$ cat src/rtl/dcs_pkg.sv
// Constants, register map and encodings of the dual source command select.
// Assumes a 32-bit AHB-Lite register bus and a 250 MHz control clock.
package dcs_pkg;
   // Terminal counts
   localparam int          NUM_TERM      = 5;
   localparam int          STD_TERM      = 3;
   // Register byte offsets
   localparam logic [7:0]  OFS_CMD1      = 8'h00;
   localparam logic [7:0]  OFS_FRQ1      = 8'h04;
   localparam logic [7:0]  OFS_CMD2      = 8'h08;
   localparam logic [7:0]  OFS_FRQ2      = 8'h0C;
   localparam logic [7:0]  OFS_FUNC0     = 8'h10;
   localparam logic [7:0]  OFS_STRIDE    = 8'h04;
   localparam logic [7:0]  OFS_VIN       = 8'h24;
   localparam logic [7:0]  OFS_STAT      = 8'h28;
   localparam logic [7:0]  OFS_LVT       = 8'h2C;
   // Values after reset
   localparam logic [7:0]  RST_CMD1      = 8'h01;
   localparam logic [7:0]  RST_FRQ1      = 8'h00;
   localparam logic [7:0]  RST_CMD2      = 8'h01;
   localparam logic [7:0]  RST_FRQ2      = 8'h00;
   localparam logic [NUM_TERM-1:0][7:0] RST_FUNC = {8'h04, 8'h00, 8'h00, 8'h00, 8'h00};
   localparam logic [7:0]  RST_VIN       = 8'hDC;
   // Setting limits and codes
   localparam logic [7:0]  FUNC_ALT_SRC  = 8'h16;
   localparam logic [7:0]  FUNC_MAX      = 8'h1B;
   localparam logic [7:0]  CMD_MAX       = 8'h03;
   localparam logic [7:0]  FRQ_MAX       = 8'h0A;
   localparam logic [7:0]  VIN_MIN       = 8'hAA;
   localparam logic [7:0]  VIN_MAX       = 8'hF0;
   // Command source codes
   localparam logic [1:0]  CMD_KEYPAD    = 2'h0;
   localparam logic [1:0]  CMD_TERM_FR   = 2'h1;
   localparam logic [1:0]  CMD_TERM_RD   = 2'h2;
   localparam logic [1:0]  CMD_SERIAL    = 2'h3;
   // Frequency source codes
   localparam logic [3:0]  FRQ_KEY1      = 4'h0;
   localparam logic [3:0]  FRQ_KEY2      = 4'h1;
   localparam logic [3:0]  FRQ_POT       = 4'h2;
   localparam logic [3:0]  FRQ_VOLT      = 4'h3;
   localparam logic [3:0]  FRQ_CUR       = 4'h4;
   localparam logic [3:0]  FRQ_CUR_V     = 4'h5;
   localparam logic [3:0]  FRQ_POT_CUR   = 4'h6;
   localparam logic [3:0]  FRQ_POT_CURV  = 4'h7;
   localparam logic [3:0]  FRQ_POT_VOLT  = 4'h8;
   localparam logic [3:0]  FRQ_SERIAL    = 4'h9;
   localparam logic [3:0]  FRQ_UPDOWN    = 4'hA;
   localparam int          NUM_FRQ       = 11;
   // Status register fields
   localparam int          ST_ALT        = 0;
   localparam int          ST_RUN        = 1;
   localparam int          ST_REV        = 2;
   localparam int          ST_CMD        = 4;
   localparam int          ST_FRQ        = 8;
   localparam int          ST_KEY        = 12;
   // Low-voltage trip level as a fraction of the nominal voltage, in 1/256
   localparam logic [7:0]  LV_RATIO      = 8'hC0;
   // Debounce time of the terminal inputs
   localparam int          CLK_PERIOD_NS = 4;
   localparam int          DB_TIME_NS    = 1000000;
   localparam int          DB_CYCLES     = (DB_TIME_NS + CLK_PERIOD_NS - 1) / CLK_PERIOD_NS;
endpackage

$ cat src/rtl/dcs_term_if.sv
// Debounced multi-function terminal levels passed inside the block.
// Assumes both ends run on the same control clock.
`timescale 1ns/1ps
interface dcs_term_if #(parameter int NT = 5);
   logic [NT-1:0] level;
   modport src (output level);
   modport dst (input  level);
endinterface

$ cat src/rtl/dcs_debounce.sv
// Synchroniser and debounce filter for the multi-function terminals.
// Assumes raw contact levels that may bounce; one filter per terminal.
`timescale 1ns/1ps
module dcs_debounce
   import dcs_pkg::*;
#(
   parameter int NT        = dcs_pkg::NUM_TERM,
   parameter int DB_CYCLES = dcs_pkg::DB_CYCLES
)(
   input  wire logic          hclk,
   input  wire logic          hresetn,
   input  wire logic [NT-1:0] raw_in,
   dcs_term_if.src            tif
);
   localparam int            CW      = $clog2(DB_CYCLES + 1);
   localparam logic [CW-1:0] DB_LAST = CW'(DB_CYCLES - 1);

   typedef struct packed {
      logic [NT-1:0]         s1;
      logic [NT-1:0]         s2;
      logic [NT-1:0]         stb;
      logic [NT-1:0][CW-1:0] cnt;
   } dcs_db_t;

   dcs_db_t               st_r;
   dcs_db_t               st_nxt;
   logic [NT-1:0]         stb_nxt;
   logic [NT-1:0][CW-1:0] cnt_nxt;

   // Per terminal: a new level is taken only after it held for the whole time
   genvar i;
   generate
      for (i = 0; i < NT; i++)
      begin : g_term
         assign stb_nxt[i] = (st_r.s2[i] != st_r.stb[i] && st_r.cnt[i] == DB_LAST) ?
                             st_r.s2[i] : st_r.stb[i];
         assign cnt_nxt[i] = (st_r.s2[i] == st_r.stb[i] || st_r.cnt[i] == DB_LAST) ?
                             '0 : st_r.cnt[i] + 1'b1;
      end
   endgenerate

   // First stage feeds only the second stage
   always_comb
   begin
      st_nxt     = st_r;
      st_nxt.s1  = raw_in;
      st_nxt.s2  = st_r.s1;
      st_nxt.stb = stb_nxt;
      st_nxt.cnt = cnt_nxt;
   end

   always_ff @(posedge hclk or negedge hresetn)
   begin
      if (!hresetn)
         st_r <= '0;
      else
         st_r <= st_nxt;
   end

   assign tif.level = st_r.stb;

   // A filtered level only moves after a full debounce count
   db_hold_a: assert property (@(posedge hclk) disable iff (!hresetn)
      $changed(st_r.stb) |-> st_r.stb == $past(st_r.s2) && $past(st_r.cnt) != '0)
      else $error("debounced level moved without count");
endmodule

$ cat src/rtl/dcs_top.sv
// Dual source command select: chooses run command and frequency source.
// Assumes an AHB-Lite master, synchronous terminal and key inputs.
// Summary of operation
// - Command and frequency selection switch together
// - Select inactive or unassigned: first set used
// - Select active: second set used
// - Terminal selects only when function code 22
// - Fourth and fifth terminals only advanced variant
// - Code 0: keypad run and stop keys
// - Code 1: forward and reverse terminals run
// - Code 2: forward runs, reverse picks direction
// - Command codes 0 to 3, 3 serial
// - Frequency codes 0,1: keypad sources 1,2
// - Codes 2 to 8: analog and combinations
// - Code 9 serial, code 10 up-down
// - Current, current combination, serial options advanced only
// - Switching: run follows new forward terminal
// - Switching to stopped source decelerates
// - Voltage 170 to 240 sets trip level
`timescale 1ns/1ps
module dcs_top
   import dcs_pkg::*;
#(
   parameter bit ADV_IO    = 1'b1,
   parameter int DB_CYCLES = dcs_pkg::DB_CYCLES
)(
   input  wire logic                          hclk,
   input  wire logic                          hresetn,
   input  wire logic                          hsel,
   input  wire logic [31:0]                   haddr,
   input  wire logic [1:0]                    htrans,
   input  wire logic                          hwrite,
   input  wire logic [2:0]                    hsize,
   input  wire logic [31:0]                   hwdata,
   input  wire logic                          hready,
   output      logic                          hreadyout,
   output      logic                          hresp,
   output      logic [31:0]                   hrdata,
   input  wire logic [dcs_pkg::NUM_TERM-1:0]  term_in,
   input  wire logic                          fwd_terminal,
   input  wire logic                          rev_terminal,
   input  wire logic                          key_run,
   input  wire logic                          key_stop,
   input  wire logic                          serial_run,
   input  wire logic                          serial_reverse,
   output      logic                          alt_source_active,
   output      logic                          run_cmd,
   output      logic                          reverse_cmd,
   output      logic [1:0]                    cmd_source,
   output      logic [3:0]                    freq_source,
   output      logic [dcs_pkg::NUM_FRQ-1:0]   freq_source_en,
   output      logic [7:0]                    lv_trip_level
);
   localparam int NT = NUM_TERM;

   typedef struct packed {
      logic [7:0]          cmd1;
      logic [7:0]          frq1;
      logic [7:0]          cmd2;
      logic [7:0]          frq2;
      logic [NT-1:0][7:0]  func;
      logic [7:0]          vin;
      logic [7:0]          lvt;
      logic                alt;
      logic [1:0]          act_cmd;
      logic [3:0]          act_frq;
      logic [NUM_FRQ-1:0]  frq_en;
      logic                key_run;
      logic                run;
      logic                rev;
      logic                dph_wr;
      logic [7:0]          dph_addr;
      logic [31:0]         rdata;
   } dcs_state_t;

   localparam dcs_state_t ST_RESET = '{
      cmd1: RST_CMD1, frq1: RST_FRQ1, cmd2: RST_CMD2, frq2: RST_FRQ2,
      func: RST_FUNC, vin: RST_VIN, lvt: 8'hA5, alt: 1'b0,
      act_cmd: RST_CMD1[1:0], act_frq: RST_FRQ1[3:0],
      frq_en: NUM_FRQ'(1) << RST_FRQ1[3:0], key_run: 1'b0, run: 1'b0,
      rev: 1'b0, dph_wr: 1'b0, dph_addr: 8'h00, rdata: 32'h0000_0000};

   dcs_state_t    st_r;
   dcs_state_t    st_nxt;
   logic [NT-1:0] alt_match;
   logic          acc;
   logic [15:0]   prod;

   dcs_term_if #(.NT(NT)) tif ();

   // Filters all multi-function terminals so the select has one clean edge
   dcs_debounce #(
      .NT        (NT),
      .DB_CYCLES (DB_CYCLES)
   ) u_debounce (
      .hclk    (hclk),
      .hresetn (hresetn),
      .raw_in  (term_in),
      .tif     (tif)
   );

   // Terminal present in this variant
   function automatic logic term_avail(input int idx);
      return ADV_IO || idx < STD_TERM;
   endfunction

   // Command code legal in this variant
   function automatic logic cmd_legal(input logic [7:0] v);
      return v <= CMD_MAX && (ADV_IO || v[1:0] != CMD_SERIAL);
   endfunction

   // Frequency code legal in this variant
   function automatic logic frq_legal(input logic [7:0] v);
      logic adv_only;
      adv_only = v[3:0] == FRQ_CUR || v[3:0] == FRQ_CUR_V || v[3:0] == FRQ_POT_CUR
              || v[3:0] == FRQ_POT_CURV || v[3:0] == FRQ_SERIAL;
      return v <= FRQ_MAX && (ADV_IO || !adv_only);
   endfunction

   // Read multiplexer; unmapped offsets read zero
   function automatic logic [31:0] rd_mux(input dcs_state_t s, input logic [7:0] a);
      logic [31:0] v;
      v = 32'h0000_0000;
      case (a)
         OFS_CMD1: v[7:0] = s.cmd1;
         OFS_FRQ1: v[7:0] = s.frq1;
         OFS_CMD2: v[7:0] = s.cmd2;
         OFS_FRQ2: v[7:0] = s.frq2;
         OFS_VIN:  v[7:0] = s.vin;
         OFS_LVT:  v[7:0] = s.lvt;
         OFS_STAT:
         begin
            v[ST_ALT]         = s.alt;
            v[ST_RUN]         = s.run;
            v[ST_REV]         = s.rev;
            v[ST_CMD +: 2]    = s.act_cmd;
            v[ST_FRQ +: 4]    = s.act_frq;
            v[ST_KEY]         = s.key_run;
         end
         default:
         begin
            for (int i = 0; i < NT; i++)
               if (a == OFS_FUNC0 + 8'(i * OFS_STRIDE) && term_avail(i))
                  v[7:0] = s.func[i];
         end
      endcase
      return v;
   endfunction

   // Terminals that currently carry the second-source function
   always_comb
   begin
      for (int i = 0; i < NT; i++)
         alt_match[i] = term_avail(i) && st_nxt.func[i] == FUNC_ALT_SRC;
   end

   // Whole next state: bus writes, source selection, command decode, bus reads
   always_comb
   begin
      st_nxt = st_r;
      acc    = hsel && htrans[1] && hready;
      // Data phase write; out-of-range settings are dropped, old value kept
      if (st_r.dph_wr)
      begin
         case (st_r.dph_addr)
            OFS_CMD1: if (cmd_legal(hwdata[7:0])) st_nxt.cmd1 = hwdata[7:0];
            OFS_FRQ1: if (frq_legal(hwdata[7:0])) st_nxt.frq1 = hwdata[7:0];
            OFS_CMD2: if (cmd_legal(hwdata[7:0])) st_nxt.cmd2 = hwdata[7:0];
            OFS_FRQ2: if (frq_legal(hwdata[7:0])) st_nxt.frq2 = hwdata[7:0];
            OFS_VIN:
               if (hwdata[7:0] >= VIN_MIN && hwdata[7:0] <= VIN_MAX)
                  st_nxt.vin = hwdata[7:0];
            default:
            begin
               for (int i = 0; i < NT; i++)
                  if (st_r.dph_addr == OFS_FUNC0 + 8'(i * OFS_STRIDE) && term_avail(i)
                      && hwdata[7:0] <= FUNC_MAX)
                     st_nxt.func[i] = hwdata[7:0];
            end
         endcase
      end
      // Both selections come from one set in one update, so they never split
      st_nxt.alt     = |(tif.level & alt_match);
      st_nxt.act_cmd = st_nxt.alt ? st_nxt.cmd2[1:0] : st_nxt.cmd1[1:0];
      st_nxt.act_frq = st_nxt.alt ? st_nxt.frq2[3:0] : st_nxt.frq1[3:0];
      st_nxt.frq_en  = NUM_FRQ'(1) << st_nxt.act_frq;
      // Keypad latch is dropped on a source change so no stale run carries over
      if (st_nxt.act_cmd != st_r.act_cmd)
         st_nxt.key_run = 1'b0;
      else if (key_stop)
         st_nxt.key_run = 1'b0;
      else if (key_run)
         st_nxt.key_run = 1'b1;
      // Run follows the present command of the active source only
      case (st_nxt.act_cmd)
         CMD_KEYPAD:
         begin
            st_nxt.run = st_nxt.key_run;
            st_nxt.rev = 1'b0;
         end
         CMD_TERM_FR:
         begin
            st_nxt.run = fwd_terminal ^ rev_terminal;
            st_nxt.rev = rev_terminal & ~fwd_terminal;
         end
         CMD_TERM_RD:
         begin
            st_nxt.run = fwd_terminal;
            st_nxt.rev = rev_terminal;
         end
         default:
         begin
            st_nxt.run = serial_run;
            st_nxt.rev = serial_reverse;
         end
      endcase
      // Trip level tracks the nominal voltage setting
      prod       = 16'(st_nxt.vin) * 16'(LV_RATIO);
      st_nxt.lvt = prod[15:8];
      // Address phase; read data are formed from the next state so that a
      // read right after a write already sees the written value
      st_nxt.dph_wr   = acc && hwrite;
      st_nxt.dph_addr = haddr[7:0];
      if (acc && !hwrite)
         st_nxt.rdata = rd_mux(st_nxt, haddr[7:0]);
   end

   always_ff @(posedge hclk or negedge hresetn)
   begin
      if (!hresetn)
         st_r <= ST_RESET;
      else
         st_r <= st_nxt;
   end

   // Zero wait states, always OKAY
   assign hreadyout         = 1'b1;
   assign hresp             = 1'b0;
   assign hrdata            = st_r.rdata;
   assign alt_source_active = st_r.alt;
   assign run_cmd           = st_r.run;
   assign reverse_cmd       = st_r.rev;
   assign cmd_source        = st_r.act_cmd;
   assign freq_source       = st_r.act_frq;
   assign freq_source_en    = st_r.frq_en;
   assign lv_trip_level     = st_r.lvt;

   set_switch_a: assert property (@(posedge hclk) disable iff (!hresetn)
      $changed(st_r.alt) && $stable(st_r.cmd1) && $stable(st_r.cmd2) && $stable(st_r.frq1)
      && $stable(st_r.frq2) && st_r.cmd1 != st_r.cmd2 && st_r.frq1 != st_r.frq2
      |-> $changed(st_r.act_cmd) && $changed(st_r.act_frq))
      else $error("selections did not switch together");
   first_set_a: assert property (@(posedge hclk) disable iff (!hresetn)
      !st_r.alt |-> st_r.act_cmd == st_r.cmd1[1:0] && freq_source == st_r.frq1[3:0])
      else $error("first set not in use");
   second_set_a: assert property (@(posedge hclk) disable iff (!hresetn)
      st_r.alt |-> cmd_source == st_r.cmd2[1:0] && freq_source == st_r.frq2[3:0])
      else $error("second set not in use");
   alt_cause_a: assert property (@(posedge hclk) disable iff (!hresetn)
      $rose(st_r.alt) |-> $past(|(tif.level & alt_match)))
      else $error("select rose without assigned terminal");
   std_term_a: assert property (@(posedge hclk) disable iff (!hresetn)
      !ADV_IO |-> !alt_match[NT-1] && st_r.act_cmd != CMD_SERIAL
      && !st_r.frq_en[FRQ_SERIAL] && !st_r.frq_en[FRQ_CUR])
      else $error("advanced option in standard variant");
   keypad_run_a: assert property (@(posedge hclk) disable iff (!hresetn)
      (cmd_source == CMD_KEYPAD && key_run && !key_stop) ##1 (cmd_source == CMD_KEYPAD)
      |-> st_r.key_run ##1 (cmd_source != CMD_KEYPAD || run_cmd))
      else $error("keypad run key not obeyed");
   term_fr_a: assert property (@(posedge hclk) disable iff (!hresetn)
      (cmd_source == CMD_TERM_FR && !fwd_terminal && rev_terminal)
      ##1 (cmd_source == CMD_TERM_FR) |-> run_cmd && reverse_cmd)
      else $error("reverse terminal not obeyed");
   term_rd_a: assert property (@(posedge hclk) disable iff (!hresetn)
      (cmd_source == CMD_TERM_RD) ##1 (cmd_source == CMD_TERM_RD)
      |-> run_cmd == $past(fwd_terminal) && reverse_cmd == $past(rev_terminal))
      else $error("run and direction terminals not obeyed");
   serial_cmd_a: assert property (@(posedge hclk) disable iff (!hresetn)
      (cmd_source == CMD_SERIAL) ##1 (cmd_source == CMD_SERIAL)
      |-> run_cmd == $past(serial_run))
      else $error("serial run not obeyed");
   frq_onehot_a: assert property (@(posedge hclk) disable iff (!hresetn)
      $onehot(freq_source_en) && freq_source <= FRQ_MAX[3:0])
      else $error("frequency source enable not one-hot");
   stop_switch_a: assert property (@(posedge hclk) disable iff (!hresetn)
      $changed(cmd_source) |-> !st_r.key_run)
      else $error("keypad run carried across switch");
   vin_range_a: assert property (@(posedge hclk) disable iff (!hresetn)
      st_r.vin >= VIN_MIN && st_r.vin <= VIN_MAX && lv_trip_level < st_r.vin)
      else $error("voltage setting out of range");
endmodule

$ cat config.mk
export PLATFORM = sky130hd
export DESIGN_NAME = dcs_top
export DESIGN_NICKNAME = d
export VERILOG_FILES = /design/src/rtl/dcs_pkg.sv /design/src/rtl/dcs_term_if.sv /design/src/rtl/dcs_debounce.sv /design/src/rtl/dcs_top.sv
export SDC_FILE = /design/constraint.sdc
export NUM_CORES = 1
export LEC_CHECK = 0
export ABC_AREA = 1
export BUFFER_PORTS_ARGS = -buffer_cell sky130_fd_sc_hd__buf_2
export CORE_ASPECT_RATIO = 1.75
export CORE_MARGIN = 2
export CORE_UTILIZATION = 63
export CTS_BUF_LIST = sky130_fd_sc_hd__clkbuf_4 sky130_fd_sc_hd__clkbuf_8 sky130_fd_sc_hd__clkbuf_16
export DETAILED_ROUTE_END_ITERATION = 12
export PLACE_DENSITY = 0.94
export SETUP_SLACK_MARGIN = 0.1
export SLEW_MARGIN = 15
export SYNTH_ARGS = -nofsm -noshare
export SYNTH_HDL_FRONTEND = slang
export SYNTH_SLANG_ARGS = --single-unit
$ cat constraint.sdc
create_clock -name hclk -period 8.1 [get_ports hclk]
set_input_delay 1.62 -clock hclk [delete_from_list [all_inputs] [get_ports hclk]]
set_output_delay 1.62 -clock hclk [all_outputs]
set_load 0.02 [all_outputs]
==> impl_metrics.xml, run 1 <==
<?xml version="1.0" encoding="UTF-8"?>
<metrics>
  <group name="pwr">
    <metric name="power_frac_clock" unit="">0.457</metric>
    <metric name="ir_worst_vdd" unit="mV">0.153</metric>
    <metric name="share_seq_of_total_power" unit="">0.473</metric>
    <metric name="p_sw_frac" unit="">0.230</metric>
    <metric name="total_switching_power" unit="mW">0.596</metric>
    <metric name="power.share.combinational" unit="">0.069</metric>
    <metric name="power_per_cell_area" unit="nW/um^2">204</metric>
    <metric name="static-leakage-power" unit="nW">6.38</metric>
    <metric name="power_internal" unit="mW">2.00</metric>
  </group>
  <group name="logic_synthesis">
    <metric name="synthAdderAreaFrac" unit="">0.0168</metric>
    <metric name="synth_top_cell_area_share" unit="">0.477</metric>
    <metric name="synth-compound-area-share" unit="">0.0798</metric>
    <metric name="ys_seq_area_frac" unit="">0.509</metric>
    <metric name="syn-mean-instance-area" unit="um^2">8.63</metric>
    <metric name="synth-edff-count" unit="">0</metric>
    <metric name="post_synth_main_area_contributors" unit="">sky130_fd_sc_hd__dfrtp_1, sky130_fd_sc_hd__nand2_1, sky130_fd_sc_hd__inv_1</metric>
    <metric name="ys_types" unit="">60</metric>
    <metric name="synth_warnings" unit="">0</metric>
    <metric name="yosysTopAreaCell" unit="">sky130_fd_sc_hd__dfrtp_1</metric>
    <metric name="synth-xor-area-share" unit="">0.00903</metric>
    <metric name="ys.flop_type" unit="">sky130_fd_sc_hd__dfrtp_1</metric>
    <metric name="synthesis_stage_register_bit_count" unit="">236</metric>
    <metric name="syn_area" unit="um^2">11600</metric>
    <metric name="synth_simple_gate_area_share" unit="">0.271</metric>
    <metric name="synth_top_family_by_area" unit="">simple AND/OR/NAND/NOR gates</metric>
    <metric name="post_synth_inst_count" unit="">1349</metric>
    <metric name="asyncSetResetFlopFracSynth" unit="">1.00</metric>
    <metric name="muxShareOfSynthArea" unit="">0.00280</metric>
  </group>
  <group name="status">
    <metric name="status" unit="">finished clean</metric>
  </group>
  <group name="floorplanning">
    <metric name="die_w" unit="um">107</metric>
    <metric name="die_h" unit="um">184</metric>
    <metric name="ios" unit="">147</metric>
    <metric name="fp.coreArea" unit="um^2">18100</metric>
    <metric name="die-area" unit="um^2">19600</metric>
    <metric name="initial_core_util" unit="">0.645</metric>
    <metric name="num_rows" unit="">65</metric>
  </group>
  <group name="setup_path">
    <metric name="cpMaxStageDelayCell" unit="">sky130_fd_sc_hd__a221oi_1</metric>
    <metric name="path_max_fanout" unit="">10</metric>
    <metric name="timing.critical_path.from" unit="">hwdata[2]</metric>
    <metric name="crit_path_start_kind" unit="">input pin</metric>
    <metric name="ff2ff_path_depth" unit="">20</metric>
    <metric name="critical_path.reg2reg.startpoint" unit="">st_r[33]$_DFF_PN0_</metric>
    <metric name="timing_worst_setup_path_type" unit="">in2reg</metric>
    <metric name="critical_path_buf_inv_count" unit="">5</metric>
    <metric name="timing.critical_path.to_type" unit="">flop</metric>
    <metric name="rr_endpoint" unit="">hrdata[5]$_DFFE_PN0P_</metric>
    <metric name="total_stage_count_of_the_critical_path" unit="">20</metric>
    <metric name="worst-endpoint-required" unit="ps">8500</metric>
    <metric name="regToRegSetupSlack" unit="ps">3860</metric>
    <metric name="endpoint" unit="">hrdata[5]$_DFFE_PN0P_</metric>
    <metric name="crit_path_cell_trace" unit="">buf_2 -&gt; or2_2 -&gt; inv_1 -&gt; nand3_1 -&gt; nand4_1 -&gt; nand3_2 -&gt; o21ai_1 -&gt; inv_1 -&gt; fa_1 -&gt; nand3_1 -&gt; and2_1 -&gt; or2_2 -&gt; nand2_1 -&gt; a21oi_1 -&gt; xor2_1 -&gt; inv_1 -&gt; a221oi_1 -&gt; nand4_1 -&gt; o21ai_0 -&gt; inv_1</metric>
    <metric name="crit_path_max_incr_delay" unit="ps">560</metric>
    <metric name="critPathTopFamily" unit="">simple AND/OR/NAND/NOR gates</metric>
    <metric name="critPathMostFrequentCell" unit="">sky130_fd_sc_hd__inv_1</metric>
    <metric name="worst_ep_arrival_time" unit="ps">5440</metric>
  </group>
  <group name="layout">
    <metric name="layout-drive-gt1-share" unit="">0.147</metric>
    <metric name="layout.area.seq" unit="um^2">5920</metric>
    <metric name="mostFrequentLayoutCells" unit="">sky130_fd_sc_hd__nand2_1, sky130_fd_sc_hd__dfrtp_1, sky130_fd_sc_hd__inv_1</metric>
    <metric name="multi_input_area" unit="um^2">4510</metric>
    <metric name="finish.cell_count_without_fillers" unit="">1648</metric>
    <metric name="area.growth.synth_to_final" unit="%">9.40</metric>
    <metric name="final_common_cell" unit="">sky130_fd_sc_hd__nand2_1</metric>
    <metric name="fillCellCount" unit="">1293</metric>
    <metric name="nets" unit="">1498</metric>
    <metric name="antenna_cells" unit="">0</metric>
  </group>
  <group name="job">
    <metric name="drv_cap" unit="">0</metric>
  </group>
  <group name="place">
    <metric name="place.detailed.hpwl" unit="um">19300</metric>
    <metric name="dp_cells" unit="">1608</metric>
    <metric name="port_buffers" unit="">73</metric>
    <metric name="place.gp.congestion" unit="">0.955</metric>
  </group>
  <group name="global_routing">
    <metric name="grt_pass1_vias" unit="">9991</metric>
    <metric name="antenna_found_initial" unit="">0</metric>
    <metric name="grt_start_max_net_pins" unit="">120</metric>
    <metric name="gr-total-overflow" unit="">0</metric>
    <metric name="grt_util_all_layers" unit="">0.308</metric>
    <metric name="first_pass_grt_wire_length" unit="um">47400</metric>
  </group>
  <group name="timing">
    <metric name="setup-tns-final" unit="ps">0</metric>
    <metric name="clock-skew-final" unit="ps">17.8</metric>
    <metric name="final_period_minus_worst_setup_slack" unit="ps">5040</metric>
    <metric name="drv_slew" unit="">0</metric>
    <metric name="timing_hold_violations_final" unit="">0</metric>
    <metric name="fmaxAchievable" unit="GHz">0.198</metric>
    <metric name="timing.final.setup_violations" unit="">0</metric>
    <metric name="timing_worst_slew_pin_value" unit="ps">993</metric>
    <metric name="timing.final.crit_share" unit="">0.622</metric>
    <metric name="rsz0062_at_grt" unit="">false</metric>
    <metric name="relSlewSlack" unit="">0.334</metric>
  </group>
  <group name="routing">
    <metric name="vias_per_cell" unit="">5.77</metric>
    <metric name="initialDrtViolationCount" unit="">819</metric>
    <metric name="detail-route-antenna-nets" unit="">0</metric>
    <metric name="first_pass_drt_iterations" unit="">6</metric>
    <metric name="route.detailed.drc" unit="">0</metric>
    <metric name="num_vias" unit="">9502</metric>
    <metric name="routed_wl_per_cell" unit="um">17.6</metric>
    <metric name="totalWireLength" unit="um">29000</metric>
  </group>
  <group name="clock_network">
    <metric name="numClockSinks" unit="">236</metric>
    <metric name="clk_latency_worst_skew_pair" unit="ps">510</metric>
    <metric name="cts_tree" unit="">built</metric>
    <metric name="cts_repair_resize_count" unit="">0</metric>
    <metric name="clock_buffers_created_by_tritoncts" unit="">22</metric>
    <metric name="worst_setup_hold_path_clk_slew" unit="ps">70</metric>
    <metric name="cts_htree_levels" unit="">1</metric>
    <metric name="post-cts-setup-buffer-count" unit="">0</metric>
    <metric name="clk_root_buffer_cell" unit="">sky130_fd_sc_hd__clkbuf_16</metric>
    <metric name="holdBufCountCts" unit="">0</metric>
    <metric name="clock_path_buffers" unit="">3</metric>
  </group>
  <group name="hold_path">
    <metric name="path_class_of_the_lowest_slack_min_delay_path" unit="">reg2reg</metric>
  </group>
</metrics>
Yosys cell counts, drive strengths merged (3+ instances only):
master / number
nand2: 263
dfrtp: 222
inv: 206
nor2: 194
nand3: 74
buf: 64
nor3: 49
o21ai: 43
a21oi: 41
nor3b: 32
nand4: 21
dfstp: 14
ha: 14
o21a: 14
nor4: 12
o22ai: 12
xor2: 12
a221oi: 9
or2: 6
a211oi: 5
a31oi: 5
clkbuf: 5
o21bai: 4
and3: 3
area by class of cell:
| class | count | area share |
|---|---|---|
| Timing Repair Buffer | 75 | 0.0307 |
| Clock inverter | 8 | 0.0130 |
| Multi-Input combinational cell | 855 | 0.354 |
| Tap cell | 234 | 0.0230 |
| Clock buffer | 32 | 0.0530 |
| Sequential cell | 236 | 0.465 |
| Inverter | 208 | 0.0613 |
worst reg2reg max path, stage by stage (launching register included):
cell	delay [ps]
sky130_fd_sc_hd__dfrtp_1	380
sky130_fd_sc_hd__nor2_2	150
sky130_fd_sc_hd__inv_2	110
sky130_fd_sc_hd__nor2_4	190
sky130_fd_sc_hd__inv_2	60
sky130_fd_sc_hd__nor3b_2	180
sky130_fd_sc_hd__nand3_2	220
sky130_fd_sc_hd__o21ai_1	390
sky130_fd_sc_hd__inv_1	190
sky130_fd_sc_hd__fa_1	460
sky130_fd_sc_hd__nand3_1	90
sky130_fd_sc_hd__and2_1	140
sky130_fd_sc_hd__or2_2	120
sky130_fd_sc_hd__nand2_1	50
sky130_fd_sc_hd__a21oi_1	200
sky130_fd_sc_hd__xor2_1	160
sky130_fd_sc_hd__inv_1	80
sky130_fd_sc_hd__a221oi_1	560
sky130_fd_sc_hd__nand4_1	200
sky130_fd_sc_hd__o21ai_0	130
sky130_fd_sc_hd__inv_1	60
power groups by stage:
stage	Combinational [mW]	Clock (mW)	Sequential [mW]
2_1_floorplan	0.134	0	1.25
3_3_place_gp	0.170	0	1.25
3_5_place_dp	0.177	0	1.25
4_1_cts	0.179	1.19	1.23
5_1_grt	0.199	1.25	1.23
6_report	0.180	1.19	1.23
stage by stage:
stage          area, um^2  hold slack, ps  power (mW)  setup slack [ps]  utilization
5_1_grt             12700             361        2.68              2910        0.705
4_1_cts             12700             350        2.60              3230        0.705
3_5_place_dp        11900             337        1.43              2770        0.658
6_report            12700             348        2.60              3060        0.705
2_1_floorplan       11700             331        1.38              3670            -
3_3_place_gp        11900             336        1.42              2800        0.658
metal layers:
metal	GRT usage	share of wire	up-vias
li1	-	-	4350
met1	0.303	0.32	4538
met2	0.547	0.53	440
met3	0.0762	0.070	174
met4	0.231	0.081	0
met5	0	0	-
state kept, by name, summed over array words and instances, names as in the netlist, 2 cells and up:
signal                count
st_r                     90
u_debounce.st_r          95
lv_trip_level             8
hrdata                   13
freq_source               4
cmd_source                2
u_debounce.tif.level      5
u_debounce.st_nxt         5
freq_source_en           11
kinds of logic after synthesis:
group | Yosys count
AO/OA/AOI/OAI | 146
XOR/XNOR | 12
adder cells (fa/ha/maj) | 15
buffers and inverters | 277
flip-flops | 236
multiplexers | 3
other | 2
AND/OR/NAND/NOR | 658
worst min-delay path by stage:
stage / start / endpoint / cells after the start
floorplan: u_debounce.st_nxt[95]$_DFF_PN0_ / u_debounce.st_r[95]$_DFF_PN0_ / 0
global placement: u_debounce.st_nxt[99]$_DFF_PN0_ / u_debounce.st_r[99]$_DFF_PN0_ / 0
detailed placement: u_debounce.st_nxt[99]$_DFF_PN0_ / u_debounce.st_r[99]$_DFF_PN0_ / 0
CTS: u_debounce.st_nxt[99]$_DFF_PN0_ / u_debounce.st_r[99]$_DFF_PN0_ / 0
global route: u_debounce.st_nxt[99]$_DFF_PN0_ / u_debounce.st_r[99]$_DFF_PN0_ / 0
finish: u_debounce.st_nxt[99]$_DFF_PN0_ / u_debounce.st_r[99]$_DFF_PN0_ / 0
No activity file was read; power rests on OpenSTA's default activity.
==> inputs of run 2 (changes only) <==
--- a/config.mk
+++ b/config.mk
@@ -5,14 +5,14 @@
 export SDC_FILE = /design/constraint.sdc
 export NUM_CORES = 1
 export LEC_CHECK = 0
-export ABC_AREA = 1
+export ABC_AREA = 0
 export BUFFER_PORTS_ARGS = -buffer_cell sky130_fd_sc_hd__buf_2
 export CORE_ASPECT_RATIO = 1.75
 export CORE_MARGIN = 2
-export CORE_UTILIZATION = 63
+export CORE_UTILIZATION = 52
 export CTS_BUF_LIST = sky130_fd_sc_hd__clkbuf_4 sky130_fd_sc_hd__clkbuf_8 sky130_fd_sc_hd__clkbuf_16
 export DETAILED_ROUTE_END_ITERATION = 12
-export PLACE_DENSITY = 0.94
+export PLACE_DENSITY = 0.84
 export SETUP_SLACK_MARGIN = 0.1
 export SLEW_MARGIN = 15
 export SYNTH_ARGS = -nofsm -noshare
==> constraint.sdc (replaced) <==
create_clock -name hclk -period 4.26 [get_ports hclk]
set_input_delay 0.852 -clock hclk [delete_from_list [all_inputs] [get_ports hclk]]
set_output_delay 0.852 -clock hclk [all_outputs]
set_load 0.02 [all_outputs]
==> run 2 against run 1 <==
  * First-iteration DRC count shrank 35%
  * Hold slack gained 0.96 ps
  * Final cell count shrank 14%
  * Largest cell class unchanged
==> impl_metrics.xml, run 2 <==
<?xml version="1.0" encoding="UTF-8"?>
<metrics>
  <group name="routing">
    <metric name="routed_wl_per_cell" unit="um">18.8</metric>
    <metric name="route.detailed.drc" unit="">0</metric>
    <metric name="initialDrtViolationCount" unit="">535</metric>
    <metric name="totalWireLength" unit="um">26600</metric>
    <metric name="first_pass_drt_iterations" unit="">5</metric>
    <metric name="detail-route-antenna-nets" unit="">0</metric>
    <metric name="vias_per_cell" unit="">5.87</metric>
    <metric name="num_vias" unit="">8285</metric>
  </group>
  <group name="logic_synthesis">
    <metric name="yosysTopAreaCell" unit="">sky130_fd_sc_hd__dfrtp_1</metric>
    <metric name="ys_seq_area_frac" unit="">0.528</metric>
    <metric name="synth_warnings" unit="">0</metric>
    <metric name="yosysMostFrequentCell" unit="">sky130_fd_sc_hd__dfrtp_1</metric>
    <metric name="synth.cells.most_frequent" unit="">sky130_fd_sc_hd__dfrtp_1, sky130_fd_sc_hd__nor2_1, sky130_fd_sc_hd__nand2_1</metric>
    <metric name="syn_area" unit="um^2">11200</metric>
    <metric name="asyncSetResetFlopFracSynth" unit="">1.00</metric>
    <metric name="synthesis_stage_register_bit_count" unit="">236</metric>
    <metric name="post_synth_inst_count" unit="">1077</metric>
    <metric name="synth_top_cell_area_share" unit="">0.495</metric>
    <metric name="post_synth_main_area_contributors" unit="">sky130_fd_sc_hd__dfrtp_1, sky130_fd_sc_hd__nor2_1, sky130_fd_sc_hd__xor2_1</metric>
    <metric name="syn-mean-instance-area" unit="um^2">10.4</metric>
    <metric name="ys.flop_type" unit="">sky130_fd_sc_hd__dfrtp_1</metric>
    <metric name="ys_types" unit="">73</metric>
    <metric name="synth-edff-count" unit="">0</metric>
  </group>
  <group name="layout">
    <metric name="final_common_cell" unit="">sky130_fd_sc_hd__dfrtp_1</metric>
    <metric name="top_register" unit="">u_debounce.st_r</metric>
    <metric name="nets" unit="">1242</metric>
    <metric name="largest_reg_flops" unit="">95</metric>
    <metric name="area.growth.synth_to_final" unit="%">11.2</metric>
    <metric name="antenna_cells" unit="">0</metric>
    <metric name="mostFrequentLayoutCells" unit="">sky130_fd_sc_hd__dfrtp_1, sky130_fd_sc_hd__nor2_1, sky130_fd_sc_hd__nand2_1</metric>
    <metric name="post_layout_util" unit="">0.585</metric>
    <metric name="layout-drive-gt1-share" unit="">0.182</metric>
  </group>
  <group name="clock_network">
    <metric name="clock_path_buffers" unit="">3</metric>
    <metric name="clk_latency_worst_skew_pair" unit="ps">520</metric>
    <metric name="cts_htree_levels" unit="">1</metric>
    <metric name="cts_repair_resize_count" unit="">0</metric>
    <metric name="holdBufCountCts" unit="">0</metric>
    <metric name="numClockSinks" unit="">236</metric>
    <metric name="clock_buffers_created_by_tritoncts" unit="">22</metric>
    <metric name="cts_tree" unit="">built</metric>
    <metric name="clk_root_buffer_cell" unit="">sky130_fd_sc_hd__clkbuf_16</metric>
    <metric name="post-cts-setup-buffer-count" unit="">0</metric>
    <metric name="worst_setup_hold_path_clk_slew" unit="ps">70</metric>
  </group>
  <group name="pwr">
    <metric name="power_per_cell_area" unit="nW/um^2">367</metric>
    <metric name="ir_worst_vdd" unit="mV">0.321</metric>
    <metric name="static-leakage-power" unit="nW">6.00</metric>
    <metric name="fin_total_pwr" unit="mW">4.58</metric>
  </group>
  <group name="timing">
    <metric name="timing_worst_slew_pin_value" unit="ps">936</metric>
    <metric name="clock-skew-final" unit="ps">10.2</metric>
    <metric name="fmaxAchievable" unit="GHz">0.258</metric>
    <metric name="timing.final.setup_violations" unit="">0</metric>
    <metric name="drv_slew" unit="">0</metric>
    <metric name="relSlewSlack" unit="">0.376</metric>
    <metric name="timing_hold_violations_final" unit="">0</metric>
    <metric name="final_period_minus_worst_setup_slack" unit="ps">3870</metric>
    <metric name="rsz0062_at_grt" unit="">false</metric>
    <metric name="timing.final.crit_share" unit="">0.908</metric>
  </group>
  <group name="job">
    <metric name="drv_cap" unit="">0</metric>
  </group>
  <group name="setup_path">
    <metric name="critPathMostFrequentCell" unit="">sky130_fd_sc_hd__nand4_1</metric>
    <metric name="ff2ff_path_depth" unit="">12</metric>
    <metric name="timing_worst_setup_path_type" unit="">in2reg</metric>
    <metric name="timing.critical_path.to_type" unit="">flop</metric>
    <metric name="crit_path_start_kind" unit="">input pin</metric>
    <metric name="worst_ep_arrival_time" unit="ps">4250</metric>
    <metric name="path_max_fanout" unit="">6</metric>
    <metric name="cpMaxStageDelayCell" unit="">sky130_fd_sc_hd__or4_1</metric>
    <metric name="crit_path_max_incr_delay" unit="ps">510</metric>
    <metric name="worst-endpoint-required" unit="ps">4640</metric>
    <metric name="crit_path_cell_trace" unit="">buf_2 -&gt; or4_1 -&gt; nand4_1 -&gt; and4b_1 -&gt; mux2_1 -&gt; fa_1 -&gt; a21o_1 -&gt; a21oi_1 -&gt; xnor2_1 -&gt; a22oi_1 -&gt; nand4_1 -&gt; a221oi_1 -&gt; o31ai_1</metric>
  </group>
  <group name="floorplanning">
    <metric name="fp.coreArea" unit="um^2">21300</metric>
    <metric name="die_h" unit="um">198</metric>
    <metric name="num_rows" unit="">71</metric>
    <metric name="initial_core_util" unit="">0.526</metric>
    <metric name="ios" unit="">147</metric>
    <metric name="die-area" unit="um^2">22800</metric>
    <metric name="die_w" unit="um">115</metric>
  </group>
  <group name="global_routing">
    <metric name="grt_start_max_net_pins" unit="">125</metric>
    <metric name="first_pass_grt_wire_length" unit="um">43100</metric>
    <metric name="grt_util_all_layers" unit="">0.241</metric>
    <metric name="gr-total-overflow" unit="">0</metric>
    <metric name="antenna_found_initial" unit="">0</metric>
    <metric name="grt_pass1_vias" unit="">8602</metric>
  </group>
  <group name="place">
    <metric name="place.detailed.hpwl" unit="um">19000</metric>
    <metric name="place.gp.congestion" unit="">1.01</metric>
    <metric name="port_buffers" unit="">73</metric>
  </group>
  <group name="status">
    <metric name="status" unit="">finished clean</metric>
  </group>
  <group name="hold_path">
    <metric name="hold_path_depth" unit="">0</metric>
    <metric name="path_class_of_the_lowest_slack_min_delay_path" unit="">reg2reg</metric>
  </group>
</metrics>
-- run 2: cell count changes in the layout (fill, tap and decap cells not counted), sizes merged, moves of 27 or more --
cell,before,now
inv,206,31
nand2,263,88
nor2,194,148
xor2,12,54
nor2b,0,37
buf,75,108
mux2,2,35
nor3b,32,2
nor3,49,20
xnor2,0,27
-- run 2: worst max-delay path, delay by kind of cell --
kind	cells	cell delay [ps]
simple gates	4	1290
compound gates	5	1000
fa+ha+maj	1	450
mux	1	400
xor+xnor	1	130
buf+inv	1	110
-- run 2: logic make-up after synthesis --
logic type	count (synthesis)	share of synthesized area
and+or+nand+nor	466	0.212
DFF	236	0.528
buffers and inverters	116	0.0590
AOI/OAI and AO/OA	105	0.0659
xor gates and xnor gates	81	0.0632
muxes	56	0.0542
adders and majority gates	15	0.0174
other	2	0.000669
-- run 2: where the power goes --
part | internal, mW | switching, mW | leakage [nW] | total, mW
clock | 1.17 | 0.869 | 0.370 | 2.04
combinational | 0.0654 | 0.165 | 2.45 | 0.231
sequential | 2.28 | 0.0265 | 3.18 | 2.30
-- run 2: area by class of cell --
type / count / area, um^2
Fill cell: 1720 / 8840
Sequential cell: 236 / 5920
Multi-Input combinational cell: 744 / 4710
Timing Repair Buffer: 108 / 663
Clock buffer: 27 / 624
Tap cell: 255 / 319
Clock inverter: 12 / 126
Inverter: 30 / 113
-- run 2: per-layer routing --
| layer | GRT usage | vias up | share of wire |
|---|---|---|---|
| met4 | 0.197 | 0 | 0.087 |
| met1 | 0.257 | 4101 | 0.35 |
| met3 | 0.0358 | 130 | 0.043 |
| met2 | 0.415 | 286 | 0.52 |
| met5 | 0 | - | 0 |
| li1 | - | 3768 | - |
-- run 2: final timing paths --
kind / from / to / slack, ps
worst max-delay path: hwdata[0] / hrdata[3]$_DFFE_PN0P_ / 390
worst min-delay path: u_debounce.st_nxt[96]$_DFF_PN0_ / u_debounce.st_r[96]$_DFF_PN0_ / 350
worst max register to register: st_r[39]$_DFF_PN0_ / hrdata[3]$_DFFE_PN0P_ / 440
worst min register to register: u_debounce.st_nxt[96]$_DFF_PN0_ / u_debounce.st_r[96]$_DFF_PN0_ / 350
max in group asynchronous: hresetn / lv_trip_level[7]$_DFF_PN1_ / 2920
min in group asynchronous: hresetn / u_debounce.st_r[97]$_DFF_PN0_ / 410
-- run 2: stage by stage --
| stage | area, um^2 | setup slack, ps | TNS, ps | cells | hold slack [ps] |
|---|---|---|---|---|---|
| 2_1_floorplan | 11300 | 105 | 0 | 1096 | 331 |
| 3_3_place_gp | 11700 | 28.5 | 0 | 1373 | 333 |
| 3_5_place_dp | 11700 | -37.3 | -37.3 | 1373 | 335 |
| 4_1_cts | 12500 | 438 | 0 | 1412 | 353 |
| 5_1_grt | 12500 | 147 | 0 | 1412 | 368 |
| 6_report | 12500 | 391 | 0 | 1412 | 349 |
